**src/pkg/pin_change_defines.svh**
```systemverilog
// Purpose: Constants for the pin-change interrupt block.
// Assumes: Register indexes are word indexes; byte address is four times.
// Notes: Definitions only.
`ifndef PIN_CHANGE_DEFINES_SVH
`define PIN_CHANGE_DEFINES_SVH

// ==========================================================================
// Register indexes
`define IDX_W 8
`define IDX_GRP_CTRL 8'h68
`define IDX_GRP0_MASK 8'h6b
`define IDX_GRP1_MASK 8'h6c
`define IDX_GRP2_MASK 8'h6d
`define IDX_FLAGS 8'h6e
`define IDX_EVT_STATUS 8'h70
`define IDX_EVT_MASK 8'h71

// ==========================================================================
// Bus and field layout
`define AXI_ADDR_W 10
`define AXI_DATA_W 32
`define IDX_LO 2
`define IDX_HI 9
`define REG_W 8
`define REG_RST 8'h00
`define GRP1_MASK_USED 8'h7f
`define GRP_N 3
`define GRP_RST 3'h0
`define PIN_N 24
`define PIN_RST 24'h000000
`define G0_LO 0
`define G0_HI 7
`define G1_LO 8
`define G1_HI 14
`define G2_LO 16
`define G2_HI 23
`define GRP0 0
`define GRP1 1
`define GRP2 2
`define RESP_OKAY 2'b00
`define RESP_SLVERR 2'b10

`endif

```
**src/pkg/pin_change_pkg.sv**
```systemverilog
// Purpose: Types shared by the pin-change interrupt block.
// Assumes: Nothing beyond the defines header.
// Notes: Write steps via WR_ADDR or WR_DATA change one state bit; entering or leaving WR_RESP from WR_IDLE changes both.
package pin_change_pkg;

  // ========================================================================
  // Write channel state
  typedef enum logic [1:0] {
    WR_IDLE = 2'b00,
    WR_ADDR = 2'b01,
    WR_RESP = 2'b11,
    WR_DATA = 2'b10
  } wr_state_t;

endpackage

```
**src/design/pin_change_detect.sv**
```systemverilog
// Purpose: Per-pin change detection gated by mask and group enable.
// Assumes: Pins are synchronous to i_clk; bit 15 has no pin.
// Notes: No change is reported on the first cycle after reset.
`timescale 1ns/10ps
`include "pin_change_defines.svh"
module pin_change_detect import pin_change_pkg::*; (
  input wire logic i_clk,
  input wire logic i_rst,
  input wire logic [`PIN_N-1:0] i_pins,
  input wire logic [`PIN_N-1:0] i_mask,
  input wire logic [`GRP_N-1:0] i_grp_en,
  output logic [`GRP_N-1:0] o_group_hit
);

  logic [`PIN_N-1:0] prev_r;
  logic primed_r;
  logic [`PIN_N-1:0] pin_en;
  logic [`PIN_N-1:0] change;

  // ========================================================================
  // Sample history
  always_ff @(posedge i_clk) begin
    if (i_rst) begin
      prev_r <= `PIN_RST;
      primed_r <= 1'b0;
    end else begin
      prev_r <= i_pins;
      primed_r <= 1'b1;
    end
  end

  // ========================================================================
  // Per-pin enable and edge compare
  genvar n;
  generate
    for (n = 0; n < `PIN_N; n = n + 1) begin : g_pin
      localparam int GRP = (n > `G1_HI) ? `GRP2 :
                           (n > `G0_HI) ? `GRP1 : `GRP0;
      // A cleared mask bit or group enable hides this pin.
      assign pin_en[n] = i_mask[n] & i_grp_en[GRP];
      // Either direction of transition counts as a change.
      assign change[n] = primed_r & pin_en[n] &
                         (i_pins[n] ^ prev_r[n]);
    end
  endgenerate

  assign o_group_hit[`GRP0] = |change[`G0_HI:`G0_LO];
  assign o_group_hit[`GRP1] = |change[`G1_HI:`G1_LO];
  assign o_group_hit[`GRP2] = |change[`G2_HI:`G2_LO];

  // ========================================================================
  // Checks
  a_edge_detect:
    assert property (@(posedge i_clk) disable iff (i_rst)
      $changed(i_pins[`G2_LO]) && $past(primed_r) && i_mask[`G2_LO] &&
      i_grp_en[`GRP2] |-> o_group_hit[`GRP2])
    else $error("Enabled pin change not reported");

  a_group_gate:
    assert property (@(posedge i_clk) disable iff (i_rst)
      !i_grp_en[`GRP0] |-> !o_group_hit[`GRP0])
    else $error("Disabled group reported a change");

endmodule

```
**src/design/axil_reg_slave.sv**
```systemverilog
// Purpose: AXI4-Lite slave turning transfers into register strobes.
// Assumes: One write and one read outstanding at most.
// Notes: Both answers come one cycle after the request is complete.
`timescale 1ns/10ps
`include "pin_change_defines.svh"
module axil_reg_slave import pin_change_pkg::*; (
  input wire logic i_clk,
  input wire logic i_rst,
  input wire logic i_awvalid,
  output logic o_awready,
  input wire logic [`AXI_ADDR_W-1:0] i_awaddr,
  input wire logic i_wvalid,
  output logic o_wready,
  input wire logic [`AXI_DATA_W-1:0] i_wdata,
  input wire logic [3:0] i_wstrb,
  output logic o_bvalid,
  input wire logic i_bready,
  output logic [1:0] o_bresp,
  input wire logic i_arvalid,
  output logic o_arready,
  input wire logic [`AXI_ADDR_W-1:0] i_araddr,
  output logic o_rvalid,
  input wire logic i_rready,
  output logic [`AXI_DATA_W-1:0] o_rdata,
  output logic [1:0] o_rresp,
  output logic o_wr_en,
  output logic [`IDX_W-1:0] o_wr_idx,
  output logic [`REG_W-1:0] o_wr_data,
  output logic o_rd_en,
  output logic [`IDX_W-1:0] o_rd_idx,
  input wire logic [`REG_W-1:0] i_rd_data,
  input wire logic i_rd_hit,
  input wire logic i_wr_hit
);

  wr_state_t wr_state_r, wr_state_nxt;
  logic [`IDX_W-1:0] aw_idx_r;
  logic [`REG_W-1:0] w_data_r;
  logic w_lane_r;
  logic [1:0] bresp_r;
  logic rvalid_r;
  logic [`AXI_DATA_W-1:0] rdata_r;
  logic [1:0] rresp_r;

  // ========================================================================
  // Write channel decode
  wire aw_fire = i_awvalid & o_awready;
  wire w_fire = i_wvalid & o_wready;
  wire have_aw = aw_fire | (wr_state_r == WR_ADDR);
  wire have_w = w_fire | (wr_state_r == WR_DATA);
  wire wr_lane = w_fire ? i_wstrb[0] : w_lane_r;
  wire wr_done = have_aw & have_w & (wr_state_r != WR_RESP);

  assign o_awready = (wr_state_r == WR_IDLE) | (wr_state_r == WR_DATA);
  assign o_wready = (wr_state_r == WR_IDLE) | (wr_state_r == WR_ADDR);
  assign o_wr_idx = aw_fire ? i_awaddr[`IDX_HI:`IDX_LO] : aw_idx_r;
  assign o_wr_data = w_fire ? i_wdata[`REG_W-1:0] : w_data_r;
  // Only byte lane 0 carries register bits; other lanes are dropped.
  assign o_wr_en = wr_done & wr_lane;
  assign o_bvalid = (wr_state_r == WR_RESP);
  assign o_bresp = bresp_r;

  always_comb begin
    wr_state_nxt = wr_state_r;
    case (wr_state_r)
      WR_IDLE: begin
        if (wr_done) begin
          wr_state_nxt = WR_RESP;
        end else if (aw_fire) begin
          wr_state_nxt = WR_ADDR;
        end else if (w_fire) begin
          wr_state_nxt = WR_DATA;
        end
      end
      WR_ADDR, WR_DATA: begin
        if (wr_done) begin
          wr_state_nxt = WR_RESP;
        end
      end
      WR_RESP: begin
        if (i_bready) begin
          wr_state_nxt = WR_IDLE;
        end
      end
      default: wr_state_nxt = WR_IDLE;
    endcase
  end

  always_ff @(posedge i_clk) begin
    if (i_rst) begin
      wr_state_r <= WR_IDLE;
      aw_idx_r <= `REG_RST;
      w_data_r <= `REG_RST;
      w_lane_r <= 1'b0;
      bresp_r <= `RESP_OKAY;
    end else begin
      wr_state_r <= wr_state_nxt;
      aw_idx_r <= o_wr_idx;
      w_data_r <= o_wr_data;
      w_lane_r <= wr_lane;
      if (wr_done) begin
        bresp_r <= i_wr_hit ? `RESP_OKAY : `RESP_SLVERR;
      end
    end
  end

  // ========================================================================
  // Read channel
  assign o_arready = ~rvalid_r;
  assign o_rd_en = i_arvalid & o_arready;
  assign o_rd_idx = i_araddr[`IDX_HI:`IDX_LO];
  assign o_rvalid = rvalid_r;
  assign o_rdata = rdata_r;
  assign o_rresp = rresp_r;

  always_ff @(posedge i_clk) begin
    if (i_rst) begin
      rvalid_r <= 1'b0;
      rdata_r <= {`AXI_DATA_W{1'b0}};
      rresp_r <= `RESP_OKAY;
    end else if (o_rd_en) begin
      rvalid_r <= 1'b1;
      rdata_r <= {{(`AXI_DATA_W-`REG_W){1'b0}}, i_rd_data};
      rresp_r <= i_rd_hit ? `RESP_OKAY : `RESP_SLVERR;
    end else if (i_rready) begin
      rvalid_r <= 1'b0;
    end
  end

endmodule

```
**src/design/pin_change_irq.sv**
```systemverilog
// Purpose: Pin-change interrupt flags, masks and vector requests.
// Assumes: Pins are synchronous to i_clk; the processor pulses
//   i_vector_ack for one cycle when a group's routine starts.
// Notes: Registers sit on AXI4-Lite at four times their word index.
//
// Function
// - Enabled change on pins 16..23 sets group 2 flag.
// - Enabled change on pins 8..14 sets group 1 flag.
// - Enabled change on pins 0..7 sets group 0 flag.
// - Set flag plus global and group enable requests that group's vector.
// - Executing a group's vector clears that group's flag.
// - Writing one to a flag clears it; writing zero leaves it.
// - Group 2 mask bits enable pins 16..23 when group 2 enabled.
// - Group 1 mask bits 6..0 enable pins 8..14 when group enabled.
// - Group 0 mask bits enable pins 0..7 when group 0 enabled.
// - A zero mask bit makes its pin's changes ignored.
// - Flag register bits 7..3 always read zero.
// - Group 1 mask bit 7 reads zero and ignores writes.
// - Control bits 0..2 enable each group with global enable.
`timescale 1ns/10ps
`include "pin_change_defines.svh"
module pin_change_irq import pin_change_pkg::*; (
  input wire logic i_clk,
  input wire logic i_rst,
  input wire logic [`PIN_N-1:0] i_pins,
  input wire logic i_global_irq_enable,
  input wire logic [`GRP_N-1:0] i_vector_ack,
  output logic [`GRP_N-1:0] o_vector_req,
  output logic o_irq,
  input wire logic i_awvalid,
  output logic o_awready,
  input wire logic [`AXI_ADDR_W-1:0] i_awaddr,
  input wire logic i_wvalid,
  output logic o_wready,
  input wire logic [`AXI_DATA_W-1:0] i_wdata,
  input wire logic [3:0] i_wstrb,
  output logic o_bvalid,
  input wire logic i_bready,
  output logic [1:0] o_bresp,
  input wire logic i_arvalid,
  output logic o_arready,
  input wire logic [`AXI_ADDR_W-1:0] i_araddr,
  output logic o_rvalid,
  input wire logic i_rready,
  output logic [`AXI_DATA_W-1:0] o_rdata,
  output logic [1:0] o_rresp
);

  logic [`REG_W-1:0] grp0_pin_mask_r;
  logic [`REG_W-1:0] grp1_pin_mask_r;
  logic [`REG_W-1:0] grp2_pin_mask_r;
  logic [`GRP_N-1:0] grp_enable_r;
  logic [`GRP_N-1:0] flags_r, flags_nxt;
  logic [`GRP_N-1:0] evt_status_r, evt_status_nxt;
  logic [`GRP_N-1:0] evt_mask_r;
  logic [`GRP_N-1:0] group_hit;
  logic wr_en;
  logic [`IDX_W-1:0] wr_idx;
  logic [`REG_W-1:0] wr_data;
  logic rd_en;
  logic [`IDX_W-1:0] rd_idx;
  logic [`REG_W-1:0] rd_data;
  logic rd_hit;
  logic wr_hit;

  // ========================================================================
  // Bus slave
  axil_reg_slave u_bus (
    .i_clk(i_clk),
    .i_rst(i_rst),
    .i_awvalid(i_awvalid),
    .o_awready(o_awready),
    .i_awaddr(i_awaddr),
    .i_wvalid(i_wvalid),
    .o_wready(o_wready),
    .i_wdata(i_wdata),
    .i_wstrb(i_wstrb),
    .o_bvalid(o_bvalid),
    .i_bready(i_bready),
    .o_bresp(o_bresp),
    .i_arvalid(i_arvalid),
    .o_arready(o_arready),
    .i_araddr(i_araddr),
    .o_rvalid(o_rvalid),
    .i_rready(i_rready),
    .o_rdata(o_rdata),
    .o_rresp(o_rresp),
    .o_wr_en(wr_en),
    .o_wr_idx(wr_idx),
    .o_wr_data(wr_data),
    .o_rd_en(rd_en),
    .o_rd_idx(rd_idx),
    .i_rd_data(rd_data),
    .i_rd_hit(rd_hit),
    .i_wr_hit(wr_hit)
  );

  // ========================================================================
  // Change detection
  // Bit 15 has no pin, and group 1 mask bit 7 is held at zero.
  wire [`PIN_N-1:0] pin_mask = {grp2_pin_mask_r, grp1_pin_mask_r,
                                grp0_pin_mask_r};

  pin_change_detect u_detect (
    .i_clk(i_clk),
    .i_rst(i_rst),
    .i_pins(i_pins),
    .i_mask(pin_mask),
    .i_grp_en(grp_enable_r),
    .o_group_hit(group_hit)
  );

  // ========================================================================
  // Address decode
  wire sel_w_ctrl = wr_en & (wr_idx == `IDX_GRP_CTRL);
  wire sel_w_m0 = wr_en & (wr_idx == `IDX_GRP0_MASK);
  wire sel_w_m1 = wr_en & (wr_idx == `IDX_GRP1_MASK);
  wire sel_w_m2 = wr_en & (wr_idx == `IDX_GRP2_MASK);
  wire sel_w_flags = wr_en & (wr_idx == `IDX_FLAGS);
  wire sel_w_emask = wr_en & (wr_idx == `IDX_EVT_MASK);
  wire sel_r_status = rd_en & (rd_idx == `IDX_EVT_STATUS);

  function automatic logic idx_known(input logic [`IDX_W-1:0] idx);
    idx_known = (idx == `IDX_GRP_CTRL) | (idx == `IDX_GRP0_MASK) |
                (idx == `IDX_GRP1_MASK) | (idx == `IDX_GRP2_MASK) |
                (idx == `IDX_FLAGS) | (idx == `IDX_EVT_STATUS) |
                (idx == `IDX_EVT_MASK);
  endfunction

  assign wr_hit = idx_known(wr_idx);
  assign rd_hit = idx_known(rd_idx);

  // Narrow registers fill the low bits; unused bits read as zero.
  wire [`REG_W-1:0] rd_ctrl = {{(`REG_W-`GRP_N){1'b0}}, grp_enable_r};
  wire [`REG_W-1:0] rd_flags =
    {{(`REG_W-`GRP_N){1'b0}}, flags_r};
  wire [`REG_W-1:0] rd_status = {{(`REG_W-`GRP_N){1'b0}}, evt_status_r};
  wire [`REG_W-1:0] rd_emask = {{(`REG_W-`GRP_N){1'b0}}, evt_mask_r};

  assign rd_data = (rd_idx == `IDX_GRP_CTRL) ? rd_ctrl :
                   (rd_idx == `IDX_GRP0_MASK) ? grp0_pin_mask_r :
                   (rd_idx == `IDX_GRP1_MASK) ? grp1_pin_mask_r :
                   (rd_idx == `IDX_GRP2_MASK) ? grp2_pin_mask_r :
                   (rd_idx == `IDX_FLAGS) ? rd_flags :
                   (rd_idx == `IDX_EVT_STATUS) ? rd_status :
                   (rd_idx == `IDX_EVT_MASK) ? rd_emask : `REG_RST;

  // ========================================================================
  // Configuration registers
  always_ff @(posedge i_clk) begin
    if (i_rst) begin
      grp0_pin_mask_r <= `REG_RST;
      grp1_pin_mask_r <= `REG_RST;
      grp2_pin_mask_r <= `REG_RST;
      grp_enable_r <= `GRP_RST;
      evt_mask_r <= `GRP_RST;
    end else begin
      if (sel_w_m0) begin
        grp0_pin_mask_r <= wr_data;
      end
      if (sel_w_m1) begin
        grp1_pin_mask_r <= wr_data & `GRP1_MASK_USED;
      end
      if (sel_w_m2) begin
        grp2_pin_mask_r <= wr_data;
      end
      if (sel_w_ctrl) begin
        grp_enable_r <= wr_data[`GRP_N-1:0];
      end
      if (sel_w_emask) begin
        evt_mask_r <= wr_data[`GRP_N-1:0];
      end
    end
  end

  // ========================================================================
  // Group flags and event status
  wire [`GRP_N-1:0] flag_w1c = sel_w_flags ? wr_data[`GRP_N-1:0] :
                                             `GRP_RST;

  always_comb begin
    // A new change beats a clear arriving in the same cycle.
    flags_nxt = (flags_r & ~flag_w1c & ~i_vector_ack) |
                group_hit;
    evt_status_nxt = (sel_r_status ? `GRP_RST : evt_status_r) | group_hit;
  end

  always_ff @(posedge i_clk) begin
    if (i_rst) begin
      flags_r <= `GRP_RST;
      evt_status_r <= `GRP_RST;
    end else begin
      flags_r <= flags_nxt;
      evt_status_r <= evt_status_nxt;
    end
  end

  // ========================================================================
  // Outputs
  assign o_vector_req = flags_r & grp_enable_r &
                        {`GRP_N{i_global_irq_enable}};
  assign o_irq = |(evt_status_r & evt_mask_r);

  // ========================================================================
  // Checks
  a_group2_set:
    assert property (@(posedge i_clk) disable iff (i_rst)
      group_hit[`GRP2] |=> flags_r[`GRP2])
    else $error("Group 2 change did not set its flag");

  a_group1_set:
    assert property (@(posedge i_clk) disable iff (i_rst)
      $changed(i_pins[`G1_HI]) && grp1_pin_mask_r[`G1_HI-`G1_LO] &&
      grp_enable_r[`GRP1] && !$past(i_rst) |=> flags_r[`GRP1])
    else $error("Group 1 change did not set its flag");

  a_group0_set:
    assert property (@(posedge i_clk) disable iff (i_rst)
      group_hit[`GRP0] |=> flags_r[`GRP0] && evt_status_r[`GRP0])
    else $error("Group 0 change did not set flag and status");

  a_vector_req:
    assert property (@(posedge i_clk) disable iff (i_rst)
      $rose(flags_r[`GRP2]) && grp_enable_r[`GRP2] && i_global_irq_enable
      |-> o_vector_req[`GRP2])
    else $error("Set flag did not request its vector");

  a_vector_clear:
    assert property (@(posedge i_clk) disable iff (i_rst)
      i_vector_ack[`GRP0] && !group_hit[`GRP0] |=> !flags_r[`GRP0])
    else $error("Vector execution left the flag set");

  a_w1c_clear:
    assert property (@(posedge i_clk) disable iff (i_rst)
      sel_w_flags && wr_data[`GRP1] && !group_hit[`GRP1]
      |=> !flags_r[`GRP1])
    else $error("Writing one did not clear the flag");

  a_w0_keep:
    assert property (@(posedge i_clk) disable iff (i_rst)
      sel_w_flags && !wr_data[`GRP1] && !i_vector_ack[`GRP1] &&
      flags_r[`GRP1] |=> flags_r[`GRP1])
    else $error("Writing zero changed the flag");

  a_mask_ignore:
    assert property (@(posedge i_clk) disable iff (i_rst)
      ((i_pins[`G0_HI:`G0_LO] ^ $past(i_pins[`G0_HI:`G0_LO])) &
       grp0_pin_mask_r) == `REG_RST |-> !group_hit[`GRP0])
    else $error("Masked pins still raised a change");

  a_flags_rsvd:
    assert property (@(posedge i_clk) disable iff (i_rst)
      o_rvalid && $past(rd_en) && $past(rd_idx) == `IDX_FLAGS
      |-> o_rdata[`REG_W-1:`GRP_N] == '0)
    else $error("Unused flag bits read nonzero");

  a_mask1_rsvd:
    assert property (@(posedge i_clk) disable iff (i_rst)
      !grp1_pin_mask_r[`REG_W-1])
    else $error("Group 1 mask bit 7 became set");

  a_set_wins:
    assert property (@(posedge i_clk) disable iff (i_rst)
      group_hit[`GRP0] && (flag_w1c[`GRP0] || i_vector_ack[`GRP0])
      |=> flags_r[`GRP0] ##1 flags_r[`GRP0] || !$past(flags_r[`GRP0]) ||
      $past(flag_w1c[`GRP0] | i_vector_ack[`GRP0]))
    else $error("Clear beat a simultaneous change");

  a_flag_hold:
    assert property (@(posedge i_clk) disable iff (i_rst)
      flags_r[`GRP2] && !flag_w1c[`GRP2] && !i_vector_ack[`GRP2]
      |=> flags_r[`GRP2])
    else $error("Group 2 flag dropped without a clear");

  a_ack_hold:
    assert property (@(posedge i_clk) disable iff (i_rst)
      flags_r[`GRP0] && !flag_w1c[`GRP0] && !i_vector_ack[`GRP0]
      |=> flags_r[`GRP0])
    else $error("Group 0 flag dropped without a clear");

  a_no_spurious:
    assert property (@(posedge i_clk) disable iff (i_rst)
      !flags_r[`GRP1] && !group_hit[`GRP1] |=> !flags_r[`GRP1])
    else $error("Group 1 flag set without a change");

  a_req_gated:
    assert property (@(posedge i_clk) disable iff (i_rst)
      !i_global_irq_enable |-> o_vector_req == `GRP_RST)
    else $error("Vector requested with global enable low");

  a_status_set:
    assert property (@(posedge i_clk) disable iff (i_rst)
      group_hit[`GRP2] |=> evt_status_r[`GRP2])
    else $error("Group 2 change did not set its status");

  a_status_clear:
    assert property (@(posedge i_clk) disable iff (i_rst)
      sel_r_status && !group_hit[`GRP1] |=> !evt_status_r[`GRP1])
    else $error("Status read did not clear the status");

endmodule

```
**config.mk**
```make
export PLATFORM = sky130hd
export DESIGN_NAME = pin_change_irq
export DESIGN_NICKNAME = d
export VERILOG_FILES = /design/src/pkg/pin_change_pkg.sv /design/src/design/pin_change_detect.sv /design/src/design/axil_reg_slave.sv /design/src/design/pin_change_irq.sv
export VERILOG_INCLUDE_DIRS = /design/src /design/src/pkg
export SDC_FILE = /design/constraint.sdc
export NUM_CORES = 1
export LEC_CHECK = 0
export BUFFER_PORTS_ARGS = -buffer_cell sky130_fd_sc_hd__buf_2
export CORE_AREA = 2 2 97 99
export CTS_CLUSTER_DIAMETER = 60
export DETAILED_ROUTE_END_ITERATION = 10
export DIE_AREA = 0 0 99 101
export PLACE_DENSITY = 0.74
export SETUP_SLACK_MARGIN = 0.15
export SLEW_MARGIN = 40
export SYNTH_ARGS = -nofsm -noshare
export SYNTH_HDL_FRONTEND = slang
export SYNTH_SLANG_ARGS = --single-unit
```
**constraint.sdc**
```tcl
create_clock -name i_clk -period 4.7 [get_ports i_clk]
set_input_delay 0.235 -clock i_clk [delete_from_list [all_inputs] [get_ports i_clk]]
set_output_delay 0.235 -clock i_clk [all_outputs]
set_load 0.02 [all_outputs]
```
==> run metrics, run 1 <==
status=completed; max_cap viols=0; core area=0.00898 mm²; worst slack, placed=1.90 ns; Placed Cells=643; placer's final routability congestion estimate=0.879; RSZ-0062 raised after global routing=no; placed wire-length estimate=7.31 mm; met2 global-route usage=0.333; CP required=4.94 ns; cells on worst reg2reg path=7; Clock power frac=0.314; first-pass GRT wire length=15.7 mm; fmax=354 MHz; r2r endpoint=grp1_pin_mask_r[3]; final worst slack=1.88 ns; CTS Buf Count=9; vias per cell=5.32; ys async rst share=0; GR Layer Usage met3=0.0347; row cnt=35; DR vias=3501; Root Buffer=clkbuf_8; Hold Path Origin=i_pins[4]; Sequential Power Share=0.462; post-CTS setup buffer count=0; share of layout cells above drive strength 1=0.214; reg-to-reg setup timing slack=1.88 ns; worst skew pair latency=0.36 ns; non-filler cells, final=658; Worst-Margin Slew=0.729 ns; Yosys cell types=54; worst hold stages=2; Avg Cell Area, Syn=9.12 µm²; Int Power=0.00127 W; Post-route DRC=0; Worst Skew=0.0118 ns; Tot Pwr=0.00179 W; Worst Setup SP=u_bus.wr_state_r[1]; crit path DAT=3.07 ns; H-tree depth=3; Ys Warns=0; gr ovfl total=0; setup TNS=0 ns; number of routed nets with antenna violations=0; Net Sw Power=0.000519 W; fin crit share=0.601; Starting Density=0.485; Area growth, synth to finish=13.0%; Critical R2R Launch=u_bus.wr_state_r[1]; P_leak=2.18 nW; hold buffers post-CTS=0; port bufs=77; # diodes=0; final hold vios=0; count of cells resized by post-cts repair=0; Mapped Cells=478; Die Height=101 µm; CP max FO=12; Setup Crit Path Kind=reg -> reg; headroom to the max-slew limit=0.513; clock tree sinks=89; CTS tree=yes; synthesized cell area=0.00436 mm²; Pre-antenna DRT Iters=4; I/O pin cnt=136; post-synthesis register bit count=89; combinational power share=0.225; M1 GR Usage=0.253; Filler Cells Inserted=816; fin. max-slew vios=0; HP Class=in -> reg; total track usage=0.196; gr busiest metal=met2; Routed WL per cell=14.6 µm; EDFF count, synth=0; Nets=639; setup violators final=0; Peak VDD IR=0.170 mV; Detailed Route WL=9.64 mm; Hold EP=u_detect.prev_r[4]; Starting DRT DRC Count=173; Seq/Total Area, Yosys=0.409; crit start category=flip-flop; clk slew on worst S/H paths=0.08 ns; Synth Flop Type=dfxtp_1; initial antenna violation count=0; largest net degree at the start of global routing=68; Die ar.=0.0100 mm²; min cycle time layout=2.82 ns; Power per Cell Area=364 mW/mm²; die width=99 µm; CP endpoint kind=flip-flop; switching portion of total power=0.290; vias in the first global route=3357; Longest Clk Path Bufs=2
-- cell type report --
class                   instances  area [µm²]  share of cell area
clock buffers                  12         145              0.0295
clock inverters                 3        65.1              0.0132
inverters                      12        45.0             0.00915
multi-input cells             351        2340               0.475
flip-flops and latches         89        1780               0.362
well taps                     111         139              0.0282
repair buffers                 80         408              0.0828
-- state kept, by name, summed over array words and instances, names as in the netlist --
| name | cells |
|---|---|
| u_detect.prev_r | 23 |
| grp0_pin_mask_r | 8 |
| grp2_pin_mask_r | 8 |
| u_bus.aw_idx_r | 8 |
| u_bus.o_rdata | 8 |
| u_bus.w_data_r | 8 |
| grp1_pin_mask_r | 7 |
| evt_mask_r | 3 |
| evt_status_r | 3 |
| flags_r | 3 |
| grp_enable_r | 3 |
| u_bus.wr_state_r | 2 |
| u_bus.o_bresp | 1 |
| u_bus.o_rresp | 1 |
| u_bus.o_rvalid | 1 |
| u_bus.w_lane_r | 1 |
| u_detect.primed_r | 1 |
-- routing by layer --
layer | vias to the layer above | share of wire
met2 | 105 | 0.48
met4 | 0 | 0.021
met3 | 17 | 0.055
met5 | - | 0
met1 | 1640 | 0.44
li1 | 1739 | -
-- synth_stat cells (8+ instances only) --
master	instances	area, µm²
o22ai_1	8	50.1
xor2_1	25	219
dfxtp_1	89	1780
inv_1	12	45.0
a22oi_1	11	82.6
nand2_1	48	180
mux2i_1	35	350
o21ai_0	14	70.1
nand3_1	9	45.0
clkbuf_1	16	60.1
mux2_2	14	158
nor2_1	18	67.6
a21oi_1	23	115
buf_4	27	203
nor2b_1	42	263
-- worst max-delay path, cell delays in order (launching register included) --
cell and delay, ns:
dfxtp_1 0.42, inv_1 0.11, ha_1 0.25, o21a_1 0.33
or3_1 0.38, a211o_1 0.38, nor3b_4 0.45, mux2_2 0.39
-- worst max path at each step --
stage,to,depth (start not counted)
after floorplan,grp1_pin_mask_r[3],6
after global placement,grp1_pin_mask_r[3],7
after detailed placement,grp1_pin_mask_r[3],7
after CTS,grp1_pin_mask_r[3],7
after global routing,grp2_pin_mask_r[4],7
final,grp1_pin_mask_r[3],7
-- logic make-up (layout without fill, tap and decap cells) --
family,count (synthesis),count (layout),share of synthesized area
multiplexers,49,49,0.117
AO/OA/AOI/OAI,90,90,0.137
adder cells (fa/ha/maj),5,5,0.0144
XOR/XNOR,25,25,0.0502
other,1,26,0.000861
AND/OR/NAND/NOR,156,156,0.194
buffers and inverters,63,107,0.0784
flip-flops,89,89,0.409
-- power groups by stage --
stage	clock, W	combinational [W]	sequential [W]
2_1_floorplan	0	0.000314	0.000845
3_3_place_gp	0	0.000392	0.000842
3_5_place_dp	0	0.000401	0.000845
4_1_cts	0.000574	0.000402	0.000827
5_1_grt	0.000596	0.000449	0.000832
6_report	0.000562	0.000403	0.000828
-- stage by stage --
step                      cell area, µm²  utilization  hold slack (ns)
final                               4920        0.548            0.115
after global routing                4920        0.548            0.125
after CTS                           4910        0.547            0.110
after detailed placement            4700        0.524            0.447
after global placement              4700        0.524            0.441
after floorplan                     4450            -            0.363
-- cells in the final DEF, fill, tap and decap left out, types with 8 or more instances in the layout --
cell,n
dfxtp_1,89
buf_2,77
nand2_1,48
nor2b_1,42
mux2i_1,35
conb_1,26
xor2_1,25
a21oi_1,23
nor2_1,18
mux2_2,14
o21ai_0,14
inv_1,12
a22oi_1,11
clkbuf_8,10
nand3_1,9
o22ai_1,8
(Power assumes the default switching activity.)
==> run 2: changes to the inputs <==
==> constraint.sdc (replaced) <==
create_clock -name i_clk -period 3 [get_ports i_clk]
set_input_delay 0.15 -clock i_clk [delete_from_list [all_inputs] [get_ports i_clk]]
set_output_delay 0.15 -clock i_clk [all_outputs]
set_load 0.02 [all_outputs]
==> run metrics, run 2 (synthesis results as in run 1) <==
cells on worst reg2reg path=8 (was 7); reg-to-reg setup timing slack=0.37 ns (was 1.88 ns); placer's final routability congestion estimate=0.850 (was 0.879); vias per cell=5.34 (was 5.32); commonest cells after routing, fill and taps aside=89 x dfxtp_1, 77 x buf_2, 48 x nand2_1 (unchanged); P_leak=2.21 nW (was 2.18 nW); final hold vios=0 (unchanged); Power per Cell Area=562 mW/mm² (was 364 mW/mm²); fin crit share=0.875 (was 0.601); vias in the first global route=3310 (was 3357); Die ar.=0.0100 mm² (unchanged); share of layout cells above drive strength 1=0.222 (was 0.214); CP endpoint kind=flip-flop (unchanged); port bufs=77 (unchanged); largest net degree at the start of global routing=68 (unchanged); row cnt=35 (unchanged); fmax=381 MHz (was 354 MHz); H-tree depth=3 (unchanged); hold buffers post-CTS=0 (unchanged); clock tree sinks=89 (unchanged); setup violators final=0 (unchanged); Post-route DRC=0 (unchanged); Pre-antenna DRT Iters=4 (unchanged); CP max FO=15 (was 12); min cycle time layout=2.63 ns (was 2.82 ns); Most flops, register=u_detect.prev_r (unchanged); Nets=645 (was 639); Tot Pwr=0.00279 W (was 0.00179 W); Hold EP=u_detect.prev_r[20] (was u_detect.prev_r[4]); number of routed nets with antenna violations=0 (unchanged); Peak VDD IR=0.301 mV (was 0.170 mV); Longest Clk Path Bufs=2 (unchanged); max_cap viols=0 (unchanged); CP required=3.25 ns (was 4.94 ns); crit path DAT=2.87 ns (was 3.07 ns); placed wire-length estimate=7.34 mm (was 7.31 mm); die width=99 µm (unchanged); headroom to the max-slew limit=0.487 (was 0.513); commonest non-fill, non-tap cell in the layout=dfxtp_1 (unchanged); Starting DRT DRC Count=172 (was 173); clk slew on worst S/H paths=0.08 ns (about the same); CTS Buf Count=9 (unchanged); HP Class=in -> reg (unchanged); Die Height=101 µm (unchanged); RSZ-0062 raised after global routing=no (unchanged); first-pass GRT wire length=15.8 mm (was 15.7 mm); Worst Skew=0.00845 ns (was 0.0118 ns); crit start category=flip-flop (unchanged); worst hold stages=2 (unchanged); Hold Path Origin=i_pins[20] (was i_pins[4]); status=completed (unchanged); core area=0.00898 mm² (unchanged); Worst-Margin Slew=0.759 ns (was 0.729 ns); total track usage=0.199 (was 0.196); DR vias=3553 (was 3501); Detailed Route WL=9.88 mm (was 9.64 mm); Setup Crit Path Kind=reg -> reg (unchanged); CTS tree=yes (unchanged); max reg flops=23 (unchanged); worst skew pair latency=0.36 ns (about the same); # diodes=0 (unchanged); Root Buffer=clkbuf_8 (unchanged); setup TNS=0 ns (unchanged); I/O pin cnt=136 (unchanged); Critical R2R Launch=u_bus.wr_state_r[1] (unchanged); initial antenna violation count=0 (unchanged); Starting Density=0.485 (unchanged); Area growth, synth to finish=14.0% (was 13.0%); fin. max-slew vios=0 (unchanged); gr ovfl total=0 (unchanged); Routed WL per cell=14.9 µm (was 14.6 µm); r2r endpoint=grp0_pin_mask_r[4] (was grp1_pin_mask_r[3])
run 2: routing by layer:
| layer | track usage | routed length (µm) |
|---|---|---|
| met5 | 0 | 0 |
| met2 | 0.343 | 4790 |
| met3 | 0.0361 | 506 |
| met1 | 0.248 | 4330 |
| met4 | 0.0790 | 250 |
run 2: area by class of cell:
cell class / count / area [µm²]
multi-input combinational: 351 / 2330
tap: 111 / 139
sequential: 89 / 1780
clock inverter: 2 / 35.0
inverter: 12 / 45.0
clock buffer: 14 / 173
timing repair buffer: 86 / 465
fill: 810 / 4010
run 2: worst max path at each step:
stage               cells after the start           startpoint                  to  slack, ns
floorplan                               6  u_bus.wr_state_r[0]  grp1_pin_mask_r[3]       0.59
global placement                        7  u_bus.wr_state_r[1]  grp1_pin_mask_r[6]       0.39
CTS                                     7  u_bus.wr_state_r[0]  grp1_pin_mask_r[3]       0.27
global route                            8  u_bus.wr_state_r[0]  grp0_pin_mask_r[4]       0.16
detailed placement                      7  u_bus.wr_state_r[0]  grp1_pin_mask_r[3]       0.30
finish                                  8  u_bus.wr_state_r[1]  grp0_pin_mask_r[4]       0.37
run 2: metrics by stage:
| stage | std cells | area (µm²) | util | hold WS [ns] | worst slack, ns |
|---|---|---|---|---|---|
| after floorplan | 503 | 4450 | - | 0.278 | 0.586 |
| after global placement | 646 | 4720 | 0.526 | 0.388 | 0.387 |
| after detailed placement | 646 | 4720 | 0.526 | 0.393 | 0.300 |
| after CTS | 662 | 4930 | 0.549 | 0.0193 | 0.268 |
| after global routing | 665 | 4970 | 0.553 | 0.0248 | 0.156 |
| final | 665 | 4970 | 0.553 | 0.0288 | 0.375 |
run 2: repair_timing:
action | CTS | global route
endpoints found under the hold margin | 0 | 0
setup endpoints to repair | 0 | 5
resized for setup | 0 | 1
buffers inserted | 0 | 3
run 2: report_power, final:
group	switching, W	internal (W)
clock network	0.000397	0.000453
logic	0.000381	0.000265
registers	0.0000440	0.00125
total	0.000822	0.00197
run 2: critical path: stages, from the launching register on:
cell	delay (ns)
dfxtp_1	0.42
inv_1	0.11
ha_1	0.25
o21ai_1	0.13
buf_4	0.22
nand3_1	0.10
a211oi_1	0.43
nand3b_1	0.43
mux2_2	0.41
